## src/ctt_defs.svh

```systemverilog
// Register offsets, field positions and reset values of the capture time-base timers
`ifndef CTT_DEFS_SVH
`define CTT_DEFS_SVH

// ----------------------------------------------------------------------------
// Register byte offsets
// ----------------------------------------------------------------------------
`define CTT_ADR_CTRL_U1   8'h00
`define CTT_ADR_CTRL_U2   8'h04
`define CTT_ADR_TMR_BASE  8'h08
`define CTT_ADR_REL_BASE  8'h18

// ----------------------------------------------------------------------------
// Control field layout, per byte of a control register
// ----------------------------------------------------------------------------
`define CTT_SEL_LSB       0
`define CTT_MODE_BIT      3
`define CTT_RUN_BIT       6
`define CTT_HALF          8
`define CTT_CTRL_MASK     16'h4f4f

// ----------------------------------------------------------------------------
// Reset values and timing
// ----------------------------------------------------------------------------
`define CTT_CTRL_RST      16'h0000
`define CTT_TMR_RST       16'h0000
`define CTT_REL_RST       16'h0000
`define CTT_PRESC_ALL     10'h3ff
`define CTT_SEL_MAX       3'h7

`endif

```

## src/ctt_pkg.sv

```systemverilog
// Types shared by the capture time-base timer design
package ctt_pkg;

    typedef logic [2:0] ctt_sel_t;

    // Pin synchroniser and edge history
    typedef struct packed {
        logic s1;
        logic s2;
        logic prev;
    } ctt_edge_s;

    // Top-level state
    typedef struct packed {
        logic [1:0][15:0] ctrl;
        logic [3:0][15:0] rel;
        logic [9:0]       presc;
        logic [1:0]       sec_dly;
        logic             ack;
        logic [31:0]      dat;
    } ctt_top_s;

endpackage

```

## src/ctt_pin_edge.sv

```systemverilog
// Count pin synchroniser with rise and fall detection
`timescale 1ns/10ps
`default_nettype none

module ctt_pin_edge
    import ctt_pkg::*;
(
    // Clock and reset
    input  wire logic clk_i,
    input  wire logic rst_i,
    // Pin level and detected edges
    input  wire logic pin_i,
    output logic      rise_o,
    output logic      fall_o
);
    import ctt_pkg::*;

    ctt_edge_s st_r;
    ctt_edge_s st_nxt;

    // Two flops before any logic; edges compare the last two settled samples
    always_comb begin
        st_nxt      = st_r;
        st_nxt.s1   = pin_i;
        st_nxt.s2   = st_r.s1;
        st_nxt.prev = st_r.s2;
    end

    always_ff @(posedge clk_i) begin
        if (rst_i) begin
            st_r <= '0;
        end else begin
            st_r <= st_nxt;
        end
    end

    // Levels held 8 clocks are never missed by this sampler
    assign rise_o = st_r.s2 & ~st_r.prev;
    assign fall_o = ~st_r.s2 & st_r.prev;

endmodule // ctt_pin_edge

`default_nettype wire

```

## src/ctt_timer.sv

```systemverilog
// One up-counting time-base timer with reload on overflow
`timescale 1ns/10ps
`default_nettype none

module ctt_timer #(
    parameter int WIDTH = 16
) (
    // Clock and reset
    input  wire logic             clk_i,
    input  wire logic             rst_i,
    // Count control
    input  wire logic             run_i,
    input  wire logic             pulse_i,
    input  wire logic [WIDTH-1:0] reload_i,
    // Software write
    input  wire logic             wr_en_i,
    input  wire logic [WIDTH-1:0] wr_data_i,
    // State
    output logic      [WIDTH-1:0] value_o,
    output logic                  ovf_o
);
    import ctt_pkg::*;

    typedef struct packed {
        logic [WIDTH-1:0] cnt;
        logic             ovf;
    } ctt_tmr_s;

    ctt_tmr_s st_r;
    ctt_tmr_s st_nxt;

    // Elaboration-time refusal: a one-bit counter has no room between a step and a reload
    if (WIDTH < 2) begin : g_width_check
        $error("ctt_timer: WIDTH must be at least 2");
    end

    always_comb begin
        st_nxt     = st_r;
        st_nxt.ovf = 1'b0;
        if (wr_en_i) begin
            // Software write wins; the pending step is dropped
            st_nxt.cnt = wr_data_i;
        end else if (run_i && pulse_i) begin
            if (&st_r.cnt) begin
                st_nxt.cnt = reload_i;
                st_nxt.ovf = 1'b1;
            end else begin
                st_nxt.cnt = st_r.cnt + 1'b1;
            end
        end
    end

    always_ff @(posedge clk_i) begin
        if (rst_i) begin
            st_r <= '0;
        end else begin
            st_r <= st_nxt;
        end
    end

    assign value_o = st_r.cnt;
    assign ovf_o   = st_r.ovf;

endmodule // ctt_timer

`default_nettype wire

```

## src/ctt_top.sv

```systemverilog
// Capture unit time-base timers: four timers, two per unit, behind a Wishbone slave
`timescale 1ns/10ps
`default_nettype none

`include "ctt_defs.svh"

module ctt_top
    import ctt_pkg::*;
(
    // Clock and reset
    input  wire logic        clk_i,
    input  wire logic        rst_i,
    // Wishbone slave
    input  wire logic        wb_cyc_i,
    input  wire logic        wb_stb_i,
    input  wire logic        wb_we_i,
    input  wire logic [7:0]  wb_adr_i,
    input  wire logic [3:0]  wb_sel_i,
    input  wire logic [31:0] wb_dat_i,
    output logic      [31:0] wb_dat_o,
    output logic             wb_ack_o,
    // Count sources
    input  wire logic        unit1_count_pin_i,
    input  wire logic        unit2_count_pin_i,
    input  wire logic        companion_ovf_i,
    // Overflow pulses, one per timer
    output logic      [3:0]  timer_ovf_o
);
    import ctt_pkg::*;

    // ------------------------------------------------------------------------
    // Helpers
    // ------------------------------------------------------------------------

    // Tick when the low (select+3) prescaler bits are all ones
    function automatic logic presc_tick(input ctt_sel_t sel, input logic [9:0] p);
        logic [9:0] mask;
        mask       = `CTT_PRESC_ALL >> (`CTT_SEL_MAX - sel);
        presc_tick = ((p & mask) == mask);
    endfunction

    // Byte-lane merge for the 16-bit registers
    function automatic logic [15:0] merge16(input logic [15:0] old_v,
                                            input logic [15:0] new_v,
                                            input logic [1:0]  sel);
        logic [15:0] res;
        res = old_v;
        if (sel[0]) begin
            res[7:0] = new_v[7:0];
        end
        if (sel[1]) begin
            res[15:8] = new_v[15:8];
        end
        merge16 = res;
    endfunction

    // ------------------------------------------------------------------------
    // Signals
    // ------------------------------------------------------------------------
    ctt_top_s          st_r;
    ctt_top_s          st_nxt;

    logic [1:0]        pin_rise;
    logic [1:0]        pin_fall;
    logic [3:0][15:0]  tmr_val;
    logic [3:0]        tmr_wr;
    logic [3:0][15:0]  tmr_wdat;
    logic [3:0]        tmr_pulse;
    logic [3:0]        raw_pulse;
    logic [3:0]        tmr_run;
    logic              take;

    assign take = wb_cyc_i & wb_stb_i & ~st_r.ack;

    // ------------------------------------------------------------------------
    // Count pins
    // ------------------------------------------------------------------------
    ctt_pin_edge u_edge_u1 (
        .clk_i  (clk_i),
        .rst_i  (rst_i),
        .pin_i  (unit1_count_pin_i),
        .rise_o (pin_rise[0]),
        .fall_o (pin_fall[0])
    );

    ctt_pin_edge u_edge_u2 (
        .clk_i  (clk_i),
        .rst_i  (rst_i),
        .pin_i  (unit2_count_pin_i),
        .rise_o (pin_rise[1]),
        .fall_o (pin_fall[1])
    );

    // ------------------------------------------------------------------------
    // Count source selection
    // ------------------------------------------------------------------------
    // Timer k: unit k/2, secondary when k is odd
    always_comb begin
        for (int k = 0; k < 4; k++) begin
            logic [7:0] cb;
            ctt_sel_t   sel;
            cb           = (k % 2 == 1) ? st_r.ctrl[k/2][15:8] : st_r.ctrl[k/2][7:0];
            sel          = cb[`CTT_SEL_LSB +: 3];
            tmr_run[k]   = cb[`CTT_RUN_BIT];
            raw_pulse[k] = 1'b0;
            if (!cb[`CTT_MODE_BIT]) begin
                // Shared free-running prescaler: first step comes within one period
                raw_pulse[k] = presc_tick(sel, st_r.presc);
            end else if (k % 2 == 0) begin
                unique case (sel)
                    3'h0:    raw_pulse[k] = companion_ovf_i;
                    3'h1:    raw_pulse[k] = pin_rise[k/2];
                    3'h2:    raw_pulse[k] = pin_fall[k/2];
                    3'h3:    raw_pulse[k] = pin_rise[k/2] | pin_fall[k/2];
                    default: raw_pulse[k] = 1'b0;
                endcase
            end else begin
                raw_pulse[k] = (sel == 3'h0) ? companion_ovf_i : 1'b0;
            end
        end
    end

    // Secondary timers step one clock late, so a shared moment favours the primary
    always_comb begin
        tmr_pulse[0] = raw_pulse[0];
        tmr_pulse[1] = st_r.sec_dly[0];
        tmr_pulse[2] = raw_pulse[2];
        tmr_pulse[3] = st_r.sec_dly[1];
    end

    // ------------------------------------------------------------------------
    // Timers
    // ------------------------------------------------------------------------
    for (genvar g = 0; g < 4; g++) begin : g_tmr
        ctt_timer #(
            .WIDTH (16)
        ) u_tmr (
            .clk_i     (clk_i),
            .rst_i     (rst_i),
            .run_i     (tmr_run[g]),
            .pulse_i   (tmr_pulse[g]),
            .reload_i  (st_r.rel[g]),
            .wr_en_i   (tmr_wr[g]),
            .wr_data_i (tmr_wdat[g]),
            .value_o   (tmr_val[g]),
            .ovf_o     (timer_ovf_o[g])
        );
    end

    // ------------------------------------------------------------------------
    // Register bus and state update
    // ------------------------------------------------------------------------
    always_comb begin
        st_nxt         = st_r;
        st_nxt.presc   = st_r.presc + 10'h001;
        // Delay only steps seen while running; a tick just before run would put the secondary ahead
        st_nxt.sec_dly = {raw_pulse[3] & tmr_run[3], raw_pulse[1] & tmr_run[1]};
        // One-cycle ack, dropped the cycle after it was given
        st_nxt.ack     = take;
        tmr_wr         = '0;
        for (int k = 0; k < 4; k++) begin
            tmr_wdat[k] = merge16(tmr_val[k], wb_dat_i[15:0], wb_sel_i[1:0]);
        end
        if (take) begin
            st_nxt.dat = 32'h0000_0000;
            for (int u = 0; u < 2; u++) begin
                if (wb_adr_i == (`CTT_ADR_CTRL_U1 + 8'(4 * u))) begin
                    st_nxt.dat[15:0] = st_r.ctrl[u] & `CTT_CTRL_MASK;
                    if (wb_we_i) begin
                        st_nxt.ctrl[u] = merge16(st_r.ctrl[u], wb_dat_i[15:0], wb_sel_i[1:0])
                                         & `CTT_CTRL_MASK;
                    end
                end
            end
            for (int k = 0; k < 4; k++) begin
                if (wb_adr_i == (`CTT_ADR_TMR_BASE + 8'(4 * k))) begin
                    st_nxt.dat[15:0] = tmr_val[k];
                    tmr_wr[k]        = wb_we_i;
                end
                if (wb_adr_i == (`CTT_ADR_REL_BASE + 8'(4 * k))) begin
                    st_nxt.dat[15:0] = st_r.rel[k];
                    if (wb_we_i) begin
                        st_nxt.rel[k] = merge16(st_r.rel[k], wb_dat_i[15:0], wb_sel_i[1:0]);
                    end
                end
            end
        end
    end

    always_ff @(posedge clk_i) begin
        if (rst_i) begin
            st_r.ctrl    <= {`CTT_CTRL_RST, `CTT_CTRL_RST};
            st_r.rel     <= {4{`CTT_REL_RST}};
            st_r.presc   <= '0;
            st_r.sec_dly <= '0;
            st_r.ack     <= 1'b0;
            st_r.dat     <= '0;
        end else begin
            st_r <= st_nxt;
        end
    end

    assign wb_dat_o = st_r.dat;
    assign wb_ack_o = st_r.ack;

endmodule // ctt_top

`default_nettype wire

```

## config.mk

```make
export PLATFORM = sky130hd
export DESIGN_NAME = ctt_top
export DESIGN_NICKNAME = d
export VERILOG_FILES = /design/src/ctt_pkg.sv /design/src/ctt_pin_edge.sv /design/src/ctt_timer.sv /design/src/ctt_top.sv
export VERILOG_INCLUDE_DIRS = /design/src /design/src/src
export SDC_FILE = /design/constraint.sdc
export NUM_CORES = 1
export LEC_CHECK = 0
export BUFFER_PORTS_ARGS = -buffer_cell sky130_fd_sc_hd__buf_2
export CORE_ASPECT_RATIO = 1.4
export CORE_MARGIN = 8
export CORE_UTILIZATION = 55
export CTS_CLUSTER_DIAMETER = 100
export DETAILED_ROUTE_END_ITERATION = 8
export GPL_TIMING_DRIVEN = 1
export PLACE_DENSITY = 0.74
export SLEW_MARGIN = 20
export SYNTH_ARGS = -nofsm -noshare
export SYNTH_HDL_FRONTEND = slang
export SYNTH_SLANG_ARGS = --single-unit
```

## constraint.sdc

```tcl
create_clock -name clk_i -period 3.65 [get_ports clk_i]
set_input_delay 0.5475 -clock clk_i [delete_from_list [all_inputs] [get_ports clk_i]]
set_output_delay 0.5475 -clock clk_i [all_outputs]
set_load 0.05 [all_outputs]
```

# --- After elaboration in Yosys (flattened, before gate mapping) ---
# Index checks and enable logic that the tools add are counted.
word_totals:
  ff_bits: 187
  latch_bits: 0
  mem_bits_rw: 0
  rom_bits: 0
  in_bits: 52
  word_cells: 179
  mem_count: 0
op_classes:
  addsub: 9
  multipliers: 0
  n_div: 0
  magnitude_cmp: 0
  eq_ne: 27
  shifts: 4
  n_mux: 41
  bitwise: 23
  n_reduce_logical: 41
op_table:
  columns: ["operator", "n"]
  rows:
  - ["$mux W16", 17]
  - ["$mux W17", 4]
  - ["$add A16 B1 Y16 const B", 4]
  - ["$reduce_and A16 Y1", 4]
  - ["$reduce_and A4 Y1", 12]
  - ["$and A10 B10 Y10", 4]
  - ["$eq A10 B10 Y1", 4]
  - ["$shr A10 B3 Y10 const A", 4]
  - ["$eq A8 B5 Y1 const B", 4]
  - ["$eq A8 B4 Y1 const B", 2]
  - ["$eq A8 B6 Y1 const B", 2]
  - ["$mux W8", 2]
  - ["$ne A2 B2 Y1 const B", 8]
  - ["$reduce_and A2 Y1", 8]
  - ["$mux W15", 1]
  - ["$mux W1", 14]
  - ["$eq A3 B2 Y1 const B", 4]
  - ["$logic_not A3 Y1", 4]
  - ["$reduce_or A3 Y1", 4]
  - ["$sub A3 B3 Y3 const A", 4]
  - ["$add A10 B1 Y10 const B", 1]
  - ["$not A1 Y1", 9]
  - ["$and A1 B1 Y1", 8]
  - ["$eq A8 B3 Y1 const B", 1]
  - ["7 further kinds", 16]

# --- Depth between registers and ports, before layout ---
logic_depth:
  word_depth: 11
  mapped_depth: 9
  mapped_depth_nobuf: 8

# --- By module ---
# A second synthesis with hierarchy kept.
unflattened:
  hier_cells: 1525
  area_unflattened_um2: 11636.2
modules_own_cells:
  columns: ["module", "n_inst", "cells_each", "area_per_inst_um2"]
  rows:
  - ["ctt_top", 1, 961, 7014.2]
  - ["ctt_timer", 4, 137, 1109.8]
  - ["ctt_pin_edge", 2, 8, 91.3]

# --- Least setup slack after synthesis ---
# Ideal clock, no wire load.
synth_timing:
  kind: "input port to flip-flop"
  startpoint: "input wb_adr_i[1]"
  endpoint: "register g_tmr[3].u_tmr.st_r, in the netlist g_tmr[3].u_tmr.value_o[8]"
  t_arrival_ps: 2213
  slack_ps: 1304
  path_stages: 8
  path_buffers: 3
  path_cell_list: "buf_2 -> or4b_1 -> buf_2 -> nor3_4 -> nor2_1 -> buf_2 -> a32oi_1 -> a31oi_1"
synth_between:
  elab_chain_len: 5
synth_lines:
  columns: ["item", "line_no", "text"]
  rows:
  - ["from (decl)", "ctt_top.sv:17", "input wire logic [7:0] wb_adr_i,"]
  - ["$eq A8 B5 Y1 *", "ctt_top.sv:176", "if (wb_adr_i == (`CTT_ADR_TMR_BASE + 8'(4 * k))) begin"]
  - ["$mux W1 *", "ctt_top.sv:176", null]
  - ["$mux W4 *", "ctt_top.sv:164", "if (take) begin"]
  - ["$ne A2 B2 Y1 (no line) or $reduce_bool A2 Y1 (tied branches)", null, null]
  - ["$reduce_and A2 Y1 (no line)", null, null]
  - ["to (signal assigned)", "ctt_timer.sv:57", "st_r <= st_nxt;"]
  - ["to (decl)", "ctt_timer.sv:29", "ctt_tmr_s st_r;"]
# Mark *: on every way between the ends. The rest lies on a longest branch, timed or not.
# A chain may end at the register's enable or synchronous reset.

# --- Worst setup path in the final report ---
layout_timing:
  startpoint: "register st_r[35] (netlist bit)"
  endpoint: "register g_tmr[2].u_tmr.st_r, in the netlist g_tmr[2].u_tmr.value_o[14]"
layout_between:
  elab_chain_len: 6
layout_lines:
  columns: ["item", "line_no", "text"]
  rows:
  - ["from (decl)", "ctt_top.sv:60", "ctt_top_s st_r;"]
  - ["from (signal assigned)", "ctt_top.sv:199", "st_r <= st_nxt;"]
  - ["$and A10 B10 Y10", "ctt_top.sv:39", "presc_tick = ((p & mask) == mask);"]
  - ["$eq A10 B10 Y1", "ctt_top.sv:39", null]
  - ["$mux W1", "ctt_top.sv:106", "if (!cb[`CTT_MODE_BIT]) begin"]
  - ["$logic_and A1 B1 Y1", "ctt_timer.sv:43", "end else if (run_i && pulse_i) begin"]
  - ["$reduce_bool A2 Y1 (no line)", null, null]
  - ["$reduce_and A2 Y1 (no line)", null, null]
  - ["to (signal assigned)", "ctt_timer.sv:57", null]
  - ["to (decl)", "ctt_timer.sv:29", null]
# No other way between the ends.

==> summary.log <==
[yosys] mean post-synth cell area 7.67 um^2
[yosys] register bit total from synthesis 187
[grt] number of antenna violations at the first check in global routing 1
[critical_path] CP arrival 3.11 ns
[detailed_routing] routed vias/inst 6.67
[yosys] post-synthesis cell type count 86
[power_and_ir_drop] part of the total power dissipated in sequential elements 0.483
[power_and_ir_drop] internal portion of total power 3.09 mW
[placed_design] Post-DP HPWL 28900 um
[placed_design] placer congestion estimate 0.984
[detailed_routing] vias 11.5k
[clocking] clock root buffer sky130_fd_sc_hd__clkbuf_16
[critical_path] cell-by-cell listing of the critical path ha_1, and2_1, o2111ai_1, a2bb2oi_1, nor4b_4, buf_4, nor3b_1, a2111oi_0
[yosys] synthesized area 11300 um^2
[final_layout] final core occ 0.596
[final_layout] most frequent standard cell in the layout excluding fill and tap cells sky130_fd_sc_hd__nand2_1
[clocking] maximum buffer depth of the clock tree 2
[floorplan] count of boundary I/O pins 89
[detailed_routing] number of remaining DRC errors 0
[critical_path] path depth of the worst reg2reg path 8
[final_layout] top library cells by usage in the layout, fill and taps aside sky130_fd_sc_hd__nand2_1 (203), sky130_fd_sc_hd__dfxtp_1 (187), sky130_fd_sc_hd__a21oi_1 (150), sky130_fd_sc_hd__nand3_1 (111), sky130_fd_sc_hd__nor2_1 (105)
[floorplan] floorplan die width 137 um
[worst_hold_path] hold path startpoint unit2_count_pin_i
[power_and_ir_drop] switching part of the total power 0.275
[floorplan] area of the core 20300 um^2
[clocking] CTS resizes 0
[worst_hold_path] Hold Path Cell Cnt 2
[yosys] Yosys warning count 0
[sta] final hold violation count 0
[sta] Setup Skew 0.0126 ns
[sta] headroom to the max-slew limit 0.315
[clocking] Clk Latency, worst-skew pair 0.45 ns
[clocking] number of hold buffers added after CTS 0
[floorplan] FP Rows 62
[power_and_ir_drop] part of the power in the clock network 0.441
[yosys] Synth async-reset ratio 0
[yosys] synthesized instance count 1473
[clocking] H-tree depth 4
[clocking] Sinks on Clock Net 187
[critical_path] peak fanout along the critical path 17
[sta] Fmax 359 MHz
[critical_path] Critical R2R Launch st_r[35]
[power_and_ir_drop] P_sw 1.17 mW
[yosys] share of the yosys chip area belonging to registers 0.331
[sta] worst hold margin 0.316 ns
[detailed_routing] detailed router's first-iteration violation count 1247
[clocking] Post CTS Setup Buffer Count 0
[grt] vias in the first global route 10.9k
[detailed_routing] DR pass1 iterations 6
[worst_hold_path] Hold EP u_edge_u2.st_nxt[1]
[run] count of max-cap constraint violations 0
[power_and_ir_drop] leakage power of the design 4.26 nW
[clocking] CTS tree yes
[detailed_routing] average wire per cell in the routed design 23.2 um
[critical_path] highest-delay cell along the critical path sky130_fd_sc_hd__nor4b_4
[sta] final number of setup-violating endpoints 0
[sta] max-slew violation count 0
[yosys] primary flip-flop cell chosen by synthesis mapping sky130_fd_sc_hd__dfxtp_1
[worst_hold_path] class of the tightest hold or removal check in2reg
[critical_path] kind of end point of the critical path register
[critical_path] largest stage delay on the critical path 0.83 ns
[final_layout] Net count, final 1510
[sta] Fin Setup TNS 0 ns
[power_and_ir_drop] Worst IR Drop VDD 0.298 mV
[critical_path] required time at the endpoint of the critical path 3.97 ns
[grt] largest net degree at the start of global routing 132
[power_and_ir_drop] Comb pwr share 0.076
[placed_design] port buffer count 54
[detailed_routing] overall routed net length 40000 um
[power_and_ir_drop] total power per unit cell area 352 nW/um^2
[floorplan] die extent in y 186 um
[run_status] result of the run completed
[grt] total gr overflow 0
[yosys] Post-synth EDFFs 0
[power_and_ir_drop] sum of internal, switching and leakage power 4.26 mW
[final_layout] fraction of layout instances using a drive strength above 1 0.121
[critical_path] critical path startpoint category register
[sta] unrepaired setup endpoints after global routing no
[floorplan] area enclosed by the die boundary 25400 um^2
[clocking] number of CTS-inserted buffers 17
[floorplan] Initial Utilization 0.556
[clocking] Clock transition at path regs 0.07 ns
[sta] Final Cycle Share 0.763
[critical_path] worst reg2reg endpoint g_tmr[2].u_tmr.value_o[14]
[grt] Global Route Usage Sum 0.314
[grt] global-route wire length before repair 61600 um
[sta] post-layout min period 2.78 ns
[final_layout] Synth-to-Final Area Change 7.26%
[detailed_routing] antenna-violating nets left 0
[critical_path] kind of critical path reg2reg
[critical_path] internal reg-to-reg setup slack 0.87 ns
[sta] slew at the pin with the worst max-slew slack 1.02 ns
registers in the layout (all words and copies together), names as in the netlist:
| signal | cells |
|---|---|
| wb_dat_o | 16 |
| st_r | 96 |
| u_edge_u1.st_nxt | 2 |
| g_tmr.u_tmr.ovf_o | 4 |
| u_edge_u2.st_nxt | 2 |
| u_edge_u1.st_r | 1 |
| wb_ack_o | 1 |
| u_edge_u2.st_r | 1 |
| g_tmr.u_tmr.value_o | 64 |
cell type report:
| type | instances | area, um^2 |
|---|---|---|
| flip-flops and latches | 187 | 3740 |
| inverters | 33 | 124 |
| well taps | 256 | 320 |
| clock buffers | 17 | 425 |
| clock inverters | 15 | 156 |
| multi-input cells | 1115 | 6750 |
| diodes | 1 | 2.50 |
| repair buffers | 95 | 593 |
| fillers | 1867 | 8210 |
per-stage QoR:
step | cells | setup WS [ns] | instance area, um^2
5_1_grt | 1718 | 0.643 | 12100
4_1_cts | 1718 | 0.837 | 12100
6_report | 1719 | 0.865 | 12100
2_1_floorplan | 1488 | 1.30 | 11400
3_5_place_dp | 1686 | 0.668 | 11500
3_3_place_gp | 1686 | 0.750 | 11500
kinds of logic (layout without fill, tap and decap cells):
kind of cell               Yosys count  count (layout)  share of synthesized area
and+or+nand+nor                    584             584                      0.254
buffers and inverters              186             160                     0.0784
AOI/OAI and AO/OA                  401             401                      0.231
adders and majority gates            9               9                    0.00997
other                                1              17                   0.000332
muxes                               64              64                     0.0630
DFF                                187             187                      0.331
xor gates and xnor gates            41              41                     0.0318
cell usage after synthesis, drive strengths merged, types with 27 or more instances:
cell type    n  area (um^2)
nand3      111          556
a221oi      29          273
nand2      203          762
dfxtp      187         3740
a21oi      151          759
buf         80          482
nor2       106          400
nor3        45          268
xnor2       27          236
mux2i       46          460
o21ai       66          330
clkbuf      73          280
inv         32          120
power by group through the flow:
stage | registers (mW) | logic (mW) | clock network [mW]
after floorplan | 2.10 | 0.226 | 0
after global placement | 2.10 | 0.313 | 0
after detailed placement | 2.10 | 0.315 | 0
after CTS | 2.06 | 0.315 | 1.89
after global routing | 2.06 | 0.337 | 1.97
final | 2.06 | 0.326 | 1.88
worst max-delay path: cells and delay by family (launching register included):
kind                       cells  cell delay (ns)
AOI/OAI and AO/OA              3             0.68
adders and majority gates      1             0.20
buffers and inverters          1             0.30
DFF                            1             0.36
and+or+nand+nor                3             1.13
worst max-delay path by stage:
stage / startpoint / to / slack [ns] / cells after the start
CTS: st_r[35] / g_tmr[2].u_tmr.value_o[14] / 0.84 / 8
global placement: wb_adr_i[2] / g_tmr[1].u_tmr.value_o[1] / 0.75 / 7
finish: st_r[35] / g_tmr[2].u_tmr.value_o[14] / 0.87 / 8
floorplan: wb_adr_i[1] / g_tmr[3].u_tmr.value_o[8] / 1.30 / 8
global route: st_r[35] / g_tmr[2].u_tmr.value_o[14] / 0.64 / 8
detailed placement: wb_adr_i[6] / g_tmr[2].u_tmr.value_o[14] / 0.67 / 7
metal layers:
| layer | GRT usage | up-vias | share of wire |
|---|---|---|---|
| li1 | - | 5266 | - |
| met1 | 0.377 | 5369 | 0.37 |
| met2 | 0.498 | 662 | 0.46 |
| met3 | 0.0589 | 167 | 0.097 |
| met4 | 0.219 | 2 | 0.072 |
| met5 | 0 | - | 0.00033 |
Note: power is estimated with default switching activity, not from simulation.
